File: src/pkg/adc_ctrl_pkg.sv
package adc_ctrl_pkg;

  // Register indices; each register sits at byte address four times its index.
  localparam logic [11:0] RESULT_IDX     = 12'h0D0;
  localparam logic [11:0] CONTROL_IDX    = 12'h0D1;
  localparam logic [11:0] RESULT_ADDR    = {RESULT_IDX[9:0], 2'b00};
  localparam logic [11:0] CONTROL_ADDR   = {CONTROL_IDX[9:0], 2'b00};

  localparam int          IRQ_EN_BIT     = 7;
  localparam int          DONE_BIT       = 6;
  localparam int          START_BIT      = 5;
  localparam int          POWER_BIT      = 4;

  localparam logic [7:0]  CONTROL_RESET  = 8'h40;
  localparam logic [7:0]  RESULT_RESET   = 8'h00;

  localparam logic [1:0]  RESP_OKAY      = 2'h0;
  localparam logic [1:0]  RESP_SLVERR    = 2'h2;

  localparam int          CLK_PERIOD_NS  = 50;
  localparam int          SAMPLE_TIME_NS = 1000;
  localparam int          STEP_TIME_NS   = 8000;
  localparam int          SAMPLE_CYCLES  = (SAMPLE_TIME_NS + CLK_PERIOD_NS - 1) / CLK_PERIOD_NS;
  localparam int          STEP_CYCLES    = (STEP_TIME_NS + CLK_PERIOD_NS - 1) / CLK_PERIOD_NS;
  localparam int          TIMER_W        = 8;

  typedef enum logic [2:0] {
    SEQ_IDLE    = 3'h1,
    SEQ_SAMPLE  = 3'h2,
    SEQ_RESOLVE = 3'h4
  } seq_state_t;

endpackage : adc_ctrl_pkg

File: src/logic/step_timer.sv
`timescale 1ns/1ps
module step_timer #(
  parameter int W = 8
) (
  input  wire logic         aclk,
  input  wire logic         aresetn,
  input  wire logic         clear,
  input  wire logic [W-1:0] period,
  output logic              tick
);

  logic [W-1:0] count_reg;
  logic [W-1:0] count_next;
  logic [W-1:0] reload;

  // Counts period cycles, restarting from a full period after clear.
  assign reload     = period - W'(1);
  assign count_next = (clear || count_reg == '0) ? reload : count_reg - W'(1);
  assign tick       = !clear && count_reg == '0;

  always_ff @(posedge aclk) begin
    if (!aresetn) begin
      count_reg <= '0;
    end else begin
      count_reg <= count_next;
    end
  end

endmodule : step_timer

File: src/logic/sar_register.sv
`timescale 1ns/1ps
module sar_register #(
  parameter int WIDTH = 8
) (
  input  wire logic             aclk,
  input  wire logic             aresetn,
  input  wire logic             load,
  input  wire logic             step,
  input  wire logic             comparator_high,
  output logic [WIDTH-1:0]      trial_code,
  output logic [WIDTH-1:0]      code_next,
  output logic                  last_step
);

  logic [WIDTH-1:0] code_reg;
  logic [WIDTH:0]   mask_reg;
  logic [WIDTH:0]   mask_next;

  // The bit under trial keeps the comparator answer; the next lower bit becomes the new trial.
  for (genvar i = 0; i < WIDTH; i++) begin : g_bit
    assign code_next[i] = mask_reg[i] ? comparator_high
                        : (mask_reg[i+1] ? 1'b1 : code_reg[i]);
  end

  assign mask_next  = {1'b0, mask_reg[WIDTH:1]};
  assign last_step  = step && mask_reg[0];
  assign trial_code = code_reg;

  always_ff @(posedge aclk) begin
    if (!aresetn) begin
      code_reg <= '0;
      mask_reg <= '0;
    end else if (load) begin
      code_reg <= {1'b1, {(WIDTH-1){1'b0}}};
      mask_reg <= {2'b01, {(WIDTH-1){1'b0}}};
    end else if (step) begin
      code_reg <= code_next;
      mask_reg <= mask_next;
    end
  end

endmodule : sar_register

File: src/logic/sar_adc_control_sequencer.sv
// Chosen here: the AXI4-Lite register port and the register addresses.
`timescale 1ns/1ps
module sar_adc_control_sequencer #(
  parameter int RESULT_W = 8
) (
  input  wire logic                aclk,
  input  wire logic                aresetn,
  input  wire logic [11:0]         awaddr,
  input  wire logic [2:0]          awprot,
  input  wire logic                awvalid,
  output logic                     awready,
  input  wire logic [31:0]         wdata,
  input  wire logic [3:0]          wstrb,
  input  wire logic                wvalid,
  output logic                     wready,
  output logic [1:0]               bresp,
  output logic                     bvalid,
  input  wire logic                bready,
  input  wire logic [11:0]         araddr,
  input  wire logic [2:0]          arprot,
  input  wire logic                arvalid,
  output logic                     arready,
  output logic [31:0]              rdata,
  output logic [1:0]               rresp,
  output logic                     rvalid,
  input  wire logic                rready,
  input  wire logic                wait_mode,
  input  wire logic                stop_mode,
  input  wire logic                comparator_high,
  output logic                     converter_power_on,
  output logic                     sample_enable,
  output logic [RESULT_W-1:0]      trial_code,
  output logic                     conversion_irq,
  output logic                     wake_request
);

  // Write channel holding registers.
  logic                awready_reg;
  logic                wready_reg;
  logic                aw_full_reg;
  logic                w_full_reg;
  logic [11:0]         aw_addr_reg;
  logic [7:0]          w_data_reg;
  logic                w_strb_reg;
  logic                bvalid_reg;
  logic [1:0]          bresp_reg;

  // Read channel registers.
  logic                arready_reg;
  logic                rvalid_reg;
  logic [31:0]         rdata_reg;
  logic [1:0]          rresp_reg;

  // Control and status state.
  logic                irq_enable_reg;
  logic                power_reg;
  logic                done_reg;
  logic [RESULT_W-1:0] result_reg;
  logic                irq_reg;
  logic                wake_reg;
  logic                power_out_reg;
  logic                sample_reg;

  adc_ctrl_pkg::seq_state_t state_reg;
  adc_ctrl_pkg::seq_state_t state_next;

  // Bus decode wires.
  logic                aw_take;
  logic                w_take;
  logic                aw_full_next;
  logic                w_full_next;
  logic                wr_fire;
  logic                wr_ctrl_hit;
  logic                wr_result_hit;
  logic                wr_mapped;
  logic                wr_ctrl_byte;
  logic                bvalid_next;
  logic                ar_take;
  logic                rvalid_next;
  logic                rd_ctrl_hit;
  logic                rd_result_hit;
  logic [7:0]          ctrl_view;
  logic [31:0]         rd_word;

  // Sequencer wires.
  logic                start_write;
  logic                can_run;
  logic                abort;
  logic                begin_conv;
  logic                tick;
  logic                sar_load;
  logic                sar_step;
  logic                sar_last;
  logic                finish;
  logic                done_next;
  logic                irq_next;
  logic [RESULT_W-1:0] code_next;
  logic [adc_ctrl_pkg::TIMER_W-1:0] period;

  // Address and data are taken independently; a write executes once both are held.
  assign aw_take      = awvalid && awready_reg;
  assign w_take       = wvalid && wready_reg;
  assign wr_fire      = aw_full_reg && w_full_reg && !bvalid_reg;
  assign aw_full_next = (aw_full_reg || aw_take) && !wr_fire;
  assign w_full_next  = (w_full_reg || w_take) && !wr_fire;
  assign bvalid_next  = wr_fire || (bvalid_reg && !bready);

  assign wr_ctrl_hit   = aw_addr_reg == adc_ctrl_pkg::CONTROL_ADDR;
  assign wr_result_hit = aw_addr_reg == adc_ctrl_pkg::RESULT_ADDR;
  assign wr_mapped     = wr_ctrl_hit || wr_result_hit;
  assign wr_ctrl_byte  = wr_fire && wr_ctrl_hit && w_strb_reg;

  // The result register is read only, so a write there is accepted and ignored.
  assign start_write = wr_ctrl_byte && w_data_reg[adc_ctrl_pkg::START_BIT];

  assign ar_take       = arvalid && arready_reg;
  assign rvalid_next   = ar_take || (rvalid_reg && !rready);
  assign rd_ctrl_hit   = araddr == adc_ctrl_pkg::CONTROL_ADDR;
  assign rd_result_hit = araddr == adc_ctrl_pkg::RESULT_ADDR;

  // Start and reserved positions read as zero.
  assign ctrl_view = {irq_enable_reg, done_reg, 1'b0, power_reg, 4'h0};

  assign rd_word = rd_ctrl_hit   ? {24'h00_0000, ctrl_view}
                 : rd_result_hit ? {{(32-RESULT_W){1'b0}}, result_reg}
                 : 32'h0000_0000;

  always_ff @(posedge aclk) begin
    if (!aresetn) begin
      aw_full_reg <= 1'b0;
      w_full_reg  <= 1'b0;
      awready_reg <= 1'b0;
      wready_reg  <= 1'b0;
    end else begin
      aw_full_reg <= aw_full_next;
      w_full_reg  <= w_full_next;
      awready_reg <= !aw_full_next;
      wready_reg  <= !w_full_next;
    end
  end

  always_ff @(posedge aclk) begin
    if (!aresetn) begin
      aw_addr_reg <= 12'h000;
      w_data_reg  <= 8'h00;
      w_strb_reg  <= 1'b0;
    end else begin
      if (aw_take) begin
        aw_addr_reg <= awaddr;
      end
      if (w_take) begin
        w_data_reg <= wdata[7:0];
        w_strb_reg <= wstrb[0];
      end
    end
  end

  always_ff @(posedge aclk) begin
    if (!aresetn) begin
      bvalid_reg <= 1'b0;
      bresp_reg  <= adc_ctrl_pkg::RESP_OKAY;
    end else begin
      bvalid_reg <= bvalid_next;
      if (wr_fire) begin
        bresp_reg <= wr_mapped ? adc_ctrl_pkg::RESP_OKAY : adc_ctrl_pkg::RESP_SLVERR;
      end
    end
  end

  always_ff @(posedge aclk) begin
    if (!aresetn) begin
      arready_reg <= 1'b0;
      rvalid_reg  <= 1'b0;
      rdata_reg   <= 32'h0000_0000;
      rresp_reg   <= adc_ctrl_pkg::RESP_OKAY;
    end else begin
      arready_reg <= !rvalid_next;
      rvalid_reg  <= rvalid_next;
      if (ar_take) begin
        rdata_reg <= rd_word;
        rresp_reg <= (rd_ctrl_hit || rd_result_hit) ? adc_ctrl_pkg::RESP_OKAY
                                                    : adc_ctrl_pkg::RESP_SLVERR;
      end
    end
  end

  // Software writable control bits; the done flag is not writable.
  always_ff @(posedge aclk) begin
    if (!aresetn) begin
      irq_enable_reg <= adc_ctrl_pkg::CONTROL_RESET[adc_ctrl_pkg::IRQ_EN_BIT];
      power_reg      <= adc_ctrl_pkg::CONTROL_RESET[adc_ctrl_pkg::POWER_BIT];
    end else if (wr_ctrl_byte) begin
      irq_enable_reg <= w_data_reg[adc_ctrl_pkg::IRQ_EN_BIT];
      power_reg      <= w_data_reg[adc_ctrl_pkg::POWER_BIT];
    end
  end

  // A conversion runs only while powered and out of STOP; WAIT has no effect.
  assign can_run    = power_reg && !stop_mode;
  assign begin_conv = start_write && can_run;
  assign abort      = !can_run && state_reg != adc_ctrl_pkg::SEQ_IDLE;

  always_comb begin
    state_next = state_reg;
    unique case (state_reg)
      adc_ctrl_pkg::SEQ_IDLE: begin
        state_next = adc_ctrl_pkg::SEQ_IDLE;
      end
      adc_ctrl_pkg::SEQ_SAMPLE: begin
        if (tick) begin
          state_next = adc_ctrl_pkg::SEQ_RESOLVE;
        end
      end
      adc_ctrl_pkg::SEQ_RESOLVE: begin
        if (sar_last) begin
          state_next = adc_ctrl_pkg::SEQ_IDLE;
        end
      end
      default: begin
        state_next = adc_ctrl_pkg::SEQ_IDLE;
      end
    endcase
    if (abort) begin
      state_next = adc_ctrl_pkg::SEQ_IDLE;
    end
    if (begin_conv) begin
      state_next = adc_ctrl_pkg::SEQ_SAMPLE;
    end
  end

  always_ff @(posedge aclk) begin
    if (!aresetn) begin
      state_reg <= adc_ctrl_pkg::SEQ_IDLE;
    end else begin
      state_reg <= state_next;
    end
  end

  // The reload length follows the phase being entered, so the first bit trial gets a full step.
  assign period = (state_next == adc_ctrl_pkg::SEQ_RESOLVE)
                ? adc_ctrl_pkg::TIMER_W'(adc_ctrl_pkg::STEP_CYCLES)
                : adc_ctrl_pkg::TIMER_W'(adc_ctrl_pkg::SAMPLE_CYCLES);

  assign sar_load = state_reg == adc_ctrl_pkg::SEQ_SAMPLE && tick && !begin_conv && !abort;
  assign sar_step = state_reg == adc_ctrl_pkg::SEQ_RESOLVE && tick && !begin_conv && !abort;
  assign finish   = sar_last && !begin_conv && !abort;

  step_timer #(
    .W      (adc_ctrl_pkg::TIMER_W)
  ) u_step_timer (
    .aclk    (aclk),
    .aresetn (aresetn),
    .clear   (begin_conv || abort || state_reg == adc_ctrl_pkg::SEQ_IDLE),
    .period  (period),
    .tick    (tick)
  );

  sar_register #(
    .WIDTH (RESULT_W)
  ) u_sar_register (
    .aclk            (aclk),
    .aresetn         (aresetn),
    .load            (sar_load),
    .step            (sar_step),
    .comparator_high (comparator_high),
    .trial_code      (trial_code),
    .code_next       (code_next),
    .last_step       (sar_last)
  );

  // A start clears the flag even when it coincides with the end of the previous run.
  assign done_next = start_write ? 1'b0 : (finish ? 1'b1 : done_reg);

  always_ff @(posedge aclk) begin
    if (!aresetn) begin
      done_reg <= adc_ctrl_pkg::CONTROL_RESET[adc_ctrl_pkg::DONE_BIT];
    end else begin
      done_reg <= done_next;
    end
  end

  always_ff @(posedge aclk) begin
    if (!aresetn) begin
      result_reg <= adc_ctrl_pkg::RESULT_RESET;
    end else if (finish) begin
      result_reg <= code_next;
    end
  end

  // The request stays up while the flag and the enable are both set.
  assign irq_next = done_next && irq_enable_reg;

  always_ff @(posedge aclk) begin
    if (!aresetn) begin
      irq_reg  <= 1'b0;
      wake_reg <= 1'b0;
    end else begin
      irq_reg  <= irq_next;
      wake_reg <= irq_next && wait_mode && !stop_mode;
    end
  end

  always_ff @(posedge aclk) begin
    if (!aresetn) begin
      power_out_reg <= 1'b0;
      sample_reg    <= 1'b0;
    end else begin
      power_out_reg <= can_run;
      sample_reg    <= state_next == adc_ctrl_pkg::SEQ_SAMPLE;
    end
  end

  assign awready            = awready_reg;
  assign wready             = wready_reg;
  assign bvalid             = bvalid_reg;
  assign bresp              = bresp_reg;
  assign arready            = arready_reg;
  assign rvalid             = rvalid_reg;
  assign rdata              = rdata_reg;
  assign rresp              = rresp_reg;
  assign converter_power_on = power_out_reg;
  assign sample_enable      = sample_reg;
  assign conversion_irq     = irq_reg;
  assign wake_request       = wake_reg;

endmodule : sar_adc_control_sequencer

File: config.mk
export PLATFORM = sky130hd
export DESIGN_NAME = sar_adc_control_sequencer
export DESIGN_NICKNAME = d
export VERILOG_FILES = /design/src/pkg/adc_ctrl_pkg.sv /design/src/logic/step_timer.sv /design/src/logic/sar_register.sv /design/src/logic/sar_adc_control_sequencer.sv
export SDC_FILE = /design/constraint.sdc
export NUM_CORES = 1
export LEC_CHECK = 0
export BUFFER_PORTS_ARGS = -buffer_cell sky130_fd_sc_hd__buf_2
export CAP_MARGIN = 20
export CELL_PAD_IN_SITES_DETAIL_PLACEMENT = 0
export CELL_PAD_IN_SITES_GLOBAL_PLACEMENT = 1
export CORE_ASPECT_RATIO = 1.5
export CORE_MARGIN = 10
export CORE_UTILIZATION = 38
export CTS_CLUSTER_DIAMETER = 200
export DETAILED_ROUTE_END_ITERATION = 6
export GPL_TIMING_DRIVEN = 0
export PLACE_DENSITY_LB_ADDON = 0.1
export SETUP_SLACK_MARGIN = 0.05
export SYNTH_ARGS = -nofsm -noshare
export SYNTH_HDL_FRONTEND = slang
export SYNTH_SLANG_ARGS = --single-unit
export TNS_END_PERCENT = 100
File: constraint.sdc
create_clock -name aclk -period 6.18 [get_ports aclk]
set_input_delay 0.309 -clock aclk [delete_from_list [all_inputs] [get_ports aclk]]
set_output_delay 0.309 -clock aclk [all_outputs]
set_load 0.03 [all_outputs]
==> summary.md <==
| Metric | Value |
|---|---|
| Fin nets | between 500 and 600 |
| Final Hold Fails | 0 |
| Clock network power share | slightly above 50% |
| Area leader, netlist | dfxtp_1 |
| Max-Cap Viols | 0 |
| Worst rel slew slack | between 50% and 60% |
| Die Height | 133 um |
| Cts repair resizes | 0 |
| Cell Pwr Density | a little under 300 mW/mm2 |
| # hold bufs at CTS | 0 |
| Period Utilization, post-route | about two fifths |
| Area Overhead vs Synth | 28.2% |
| Dpl cells | 554 |
| Total Power | 1230 uW |
| Crit Path Category | flop to flop |
| Skew-Pair Late Insertion Delay | about 0.33 ns |
| Synth Warn # | 0 |
| ANT cells | 0 |
| Drt first pass iters | 4 |
| # rows | a little over 40 |
| Post-DRT Antenna Nets | 0 |
| Max reg flops | 12 |
| DIE WIDTH | between 90 and 100 um |
| Worst setup EP type | flop |
| Non-filler cells, final | approximately 570 |
| Final setup violation count | 0 |
| #FFs+latches synth | between 70 and 80 |
| 1st-iter DRT viols | 94 |
| WL per Instance | approximately 14 um |
| Net Sw Power | roughly 260 uW |
| Slew @ Worst Pin | ~0.62 ns |
| Via density | around 4.7 |
| Final core utilization | roughly half |
| Min-delay src | awaddr[3] |
| Count leader, synth | dfxtp_1 |
| Post-DP HPWL | about 6300 um |
| Hold crit path type | primary input to flop |
| Fraction of registers with async set/reset | 0% |
| TritonCTS Sinks | 75 |
| WP data required | ~6.4 ns |
| Grt ovf | 0 |
| Die ar. | 0.0127 mm2 |
| Reg-to-reg endpoint | u_step_timer.count_reg[6] |
| Sequential power share | 40.7% |
| Final Skew | roughly 0.006 ns |
| Core box area | around 0.0084 mm2 |
| CTS H-tree lvls | 3 |
| Worst setup SP type | flop |
| Synth unique cells | 50 |
| Final worst setup slack | between 3 and 4 ns |
| Placer Congestion | 0.853 |
| Post-Route WL | 8080 um |
| R2R depth | 10 |
| Pin count of the biggest net entering global routing | 13 |
| Number of flops mapped to enable cells by yosys | 0 |
| Initial core utilization | about two fifths |
| Status | finished, final reports clean |
| Root Driver | clkbuf_16 |
| CTS tree | done |
| CTS Buffer Depth | 2 |
| Leakage | ~0.0019 uW |
| Mapped Area | 0.00323 mm2 |
| Slew Viols, Final | 0 |
| DR DRC count | 0 |
| Post-Syn Instances | 358 |
| Final min period | around 2.6 ns |
| Post-Place Worst Slack | ~3.6 ns |
| Clock Pin Slew Worst Setup and Hold Paths | 0.06 ns |
| CP arrival | roughly 2.9 ns |
| Maximum VDD drop | around 220 uV |
| Total GRT Usage | between 10% and 20% |
| Register area share after synthesis | 46.5% |
| Unrepaired setup endpoints after global routing | no |
| Layout cells sized above 1 | between 20% and 30% |
| I/O pin total | 129 |
| Main flop type after synthesis | dfxtp_1 |
| Worst hold path depth | 3 |
| Synth cell count leaders | 75 x dfxtp_1, 46 x nor2_1, 43 x nand2_1 |
| CTS Buf Count | 9 |
| Initial antenna violation count | 0 |
| Worst Hold End | aw_addr_reg[3] |
| Avg Cell Area, Syn | 9.02 um2 |
| Gate power share | roughly 7.5% |
| Area contributors post-synth | dfxtp_1 46%, mux2i_1 8.7%, buf_4 6.3% |
| Flop2flop setup slack | approximately 3.6 ns |
| Post-CTS setup buffers | 0 |
| Crit-path max FO | 10 |
| First-pass GRT wire length | about 13,000 um |
| Final setup TNS | 0 ns |
| Pint | between 900 and 1000 uW |
| Port bufs | 64 |
| Achievable Freq | between 300 and 400 MHz |
| Vias post-DR | around 2,700 |
| Yosys top cell area share | between 40% and 50% |
| Vias in the first global route | around 2,700 |
| Switching share of power | 20.9% |
| FF-to-FF Start | aw_addr_reg[8] |
worst max-delay path: stages (launching register included):
cell      delay [ns]
dfxtp_1         0.32
nor4bb_1        0.37
and4_1          0.26
buf_6           0.15
a21oi_1         0.16
nand2_1         0.11
ha_1            0.19
inv_1           0.06
or3_1           0.35
nor4_1          0.31
mux2i_1         0.23
worst max path at each step:
stage | startpoint | end | slack (ns) | cells past startpoint
after floorplan | bvalid | u_step_timer.count_reg[4] | 3.94 | 11
after global placement | aw_addr_reg[8] | u_step_timer.count_reg[6] | 3.64 | 10
after detailed placement | aw_addr_reg[8] | u_step_timer.count_reg[6] | 3.61 | 10
after CTS | aw_addr_reg[8] | u_step_timer.count_reg[6] | 3.56 | 10
after global routing | aw_addr_reg[8] | u_step_timer.count_reg[6] | 3.38 | 10
final | aw_addr_reg[8] | u_step_timer.count_reg[6] | 3.59 | 10
per-stage QoR:
step	hold slack, ns	area [um2]
after floorplan	0.429	3320
after global placement	0.437	3780
after detailed placement	0.442	3780
after CTS	0.208	4140
after global routing	0.217	4140
final	0.216	4140
per-layer routing:
layer	share of wire, %	vias up	routed length, um	GRT usage (%)
li1	-	1391	-	-
met1	40	1213	3210	13.4
met2	53	53	4290	23.0
met3	6.0	8	488	4.19
met4	1.2	0	97	5.01
met5	0	-	0	0
final cells by class:
cell class / count / area (um2)
tap: 107 / 134
clock buffer: 10 / 239
sequential: 75 / 1500
inverter: 4 / 15.0
timing repair buffer: 64 / 320
multi-input combinational: 264 / 1520
buffer: 40 / 290
fill: 858 / 4220
clock inverter: 5 / 125
cell families (layout without fill, tap and decap cells):
kind of cell,after synthesis,in the layout,synth area share (%)
adders and majority gates,1,1,0.387
DFF,75,75,46.5
muxes,29,29,9.02
AOI/OAI and AO/OA,61,61,12.0
and+or+nand+nor,146,146,22.3
xor gates and xnor gates,1,1,0.271
buffers and inverters,44,123,9.45
other,1,26,0.116
power by group through the flow:
| stage | Combinational (uW) | Clock (uW) | Sequential (uW) |
|---|---|---|---|
| after global placement | 92.1 | 0 | 510 |
| after detailed placement | 92.5 | 0 | 511 |
| final | 92.5 | 635 | 500 |
| after floorplan | 61.0 | 0 | 515 |
| after global routing | 101 | 671 | 501 |
| after CTS | 92.6 | 650 | 500 |
placed cells by master, fill, tap and decap left out, types with 7 or more instances in the layout:
master / n
nor2_1: 46
conb_1: 26
o21ai_0: 7
dfxtp_1: 75
buf_4: 27
clkbuf_16: 9
a21oi_1: 31
buf_2: 65
mux2i_1: 28
clkbuf_1: 7
nand2_1: 43
nor3_1: 10
Note: power is estimated with default switching activity, not from simulation.
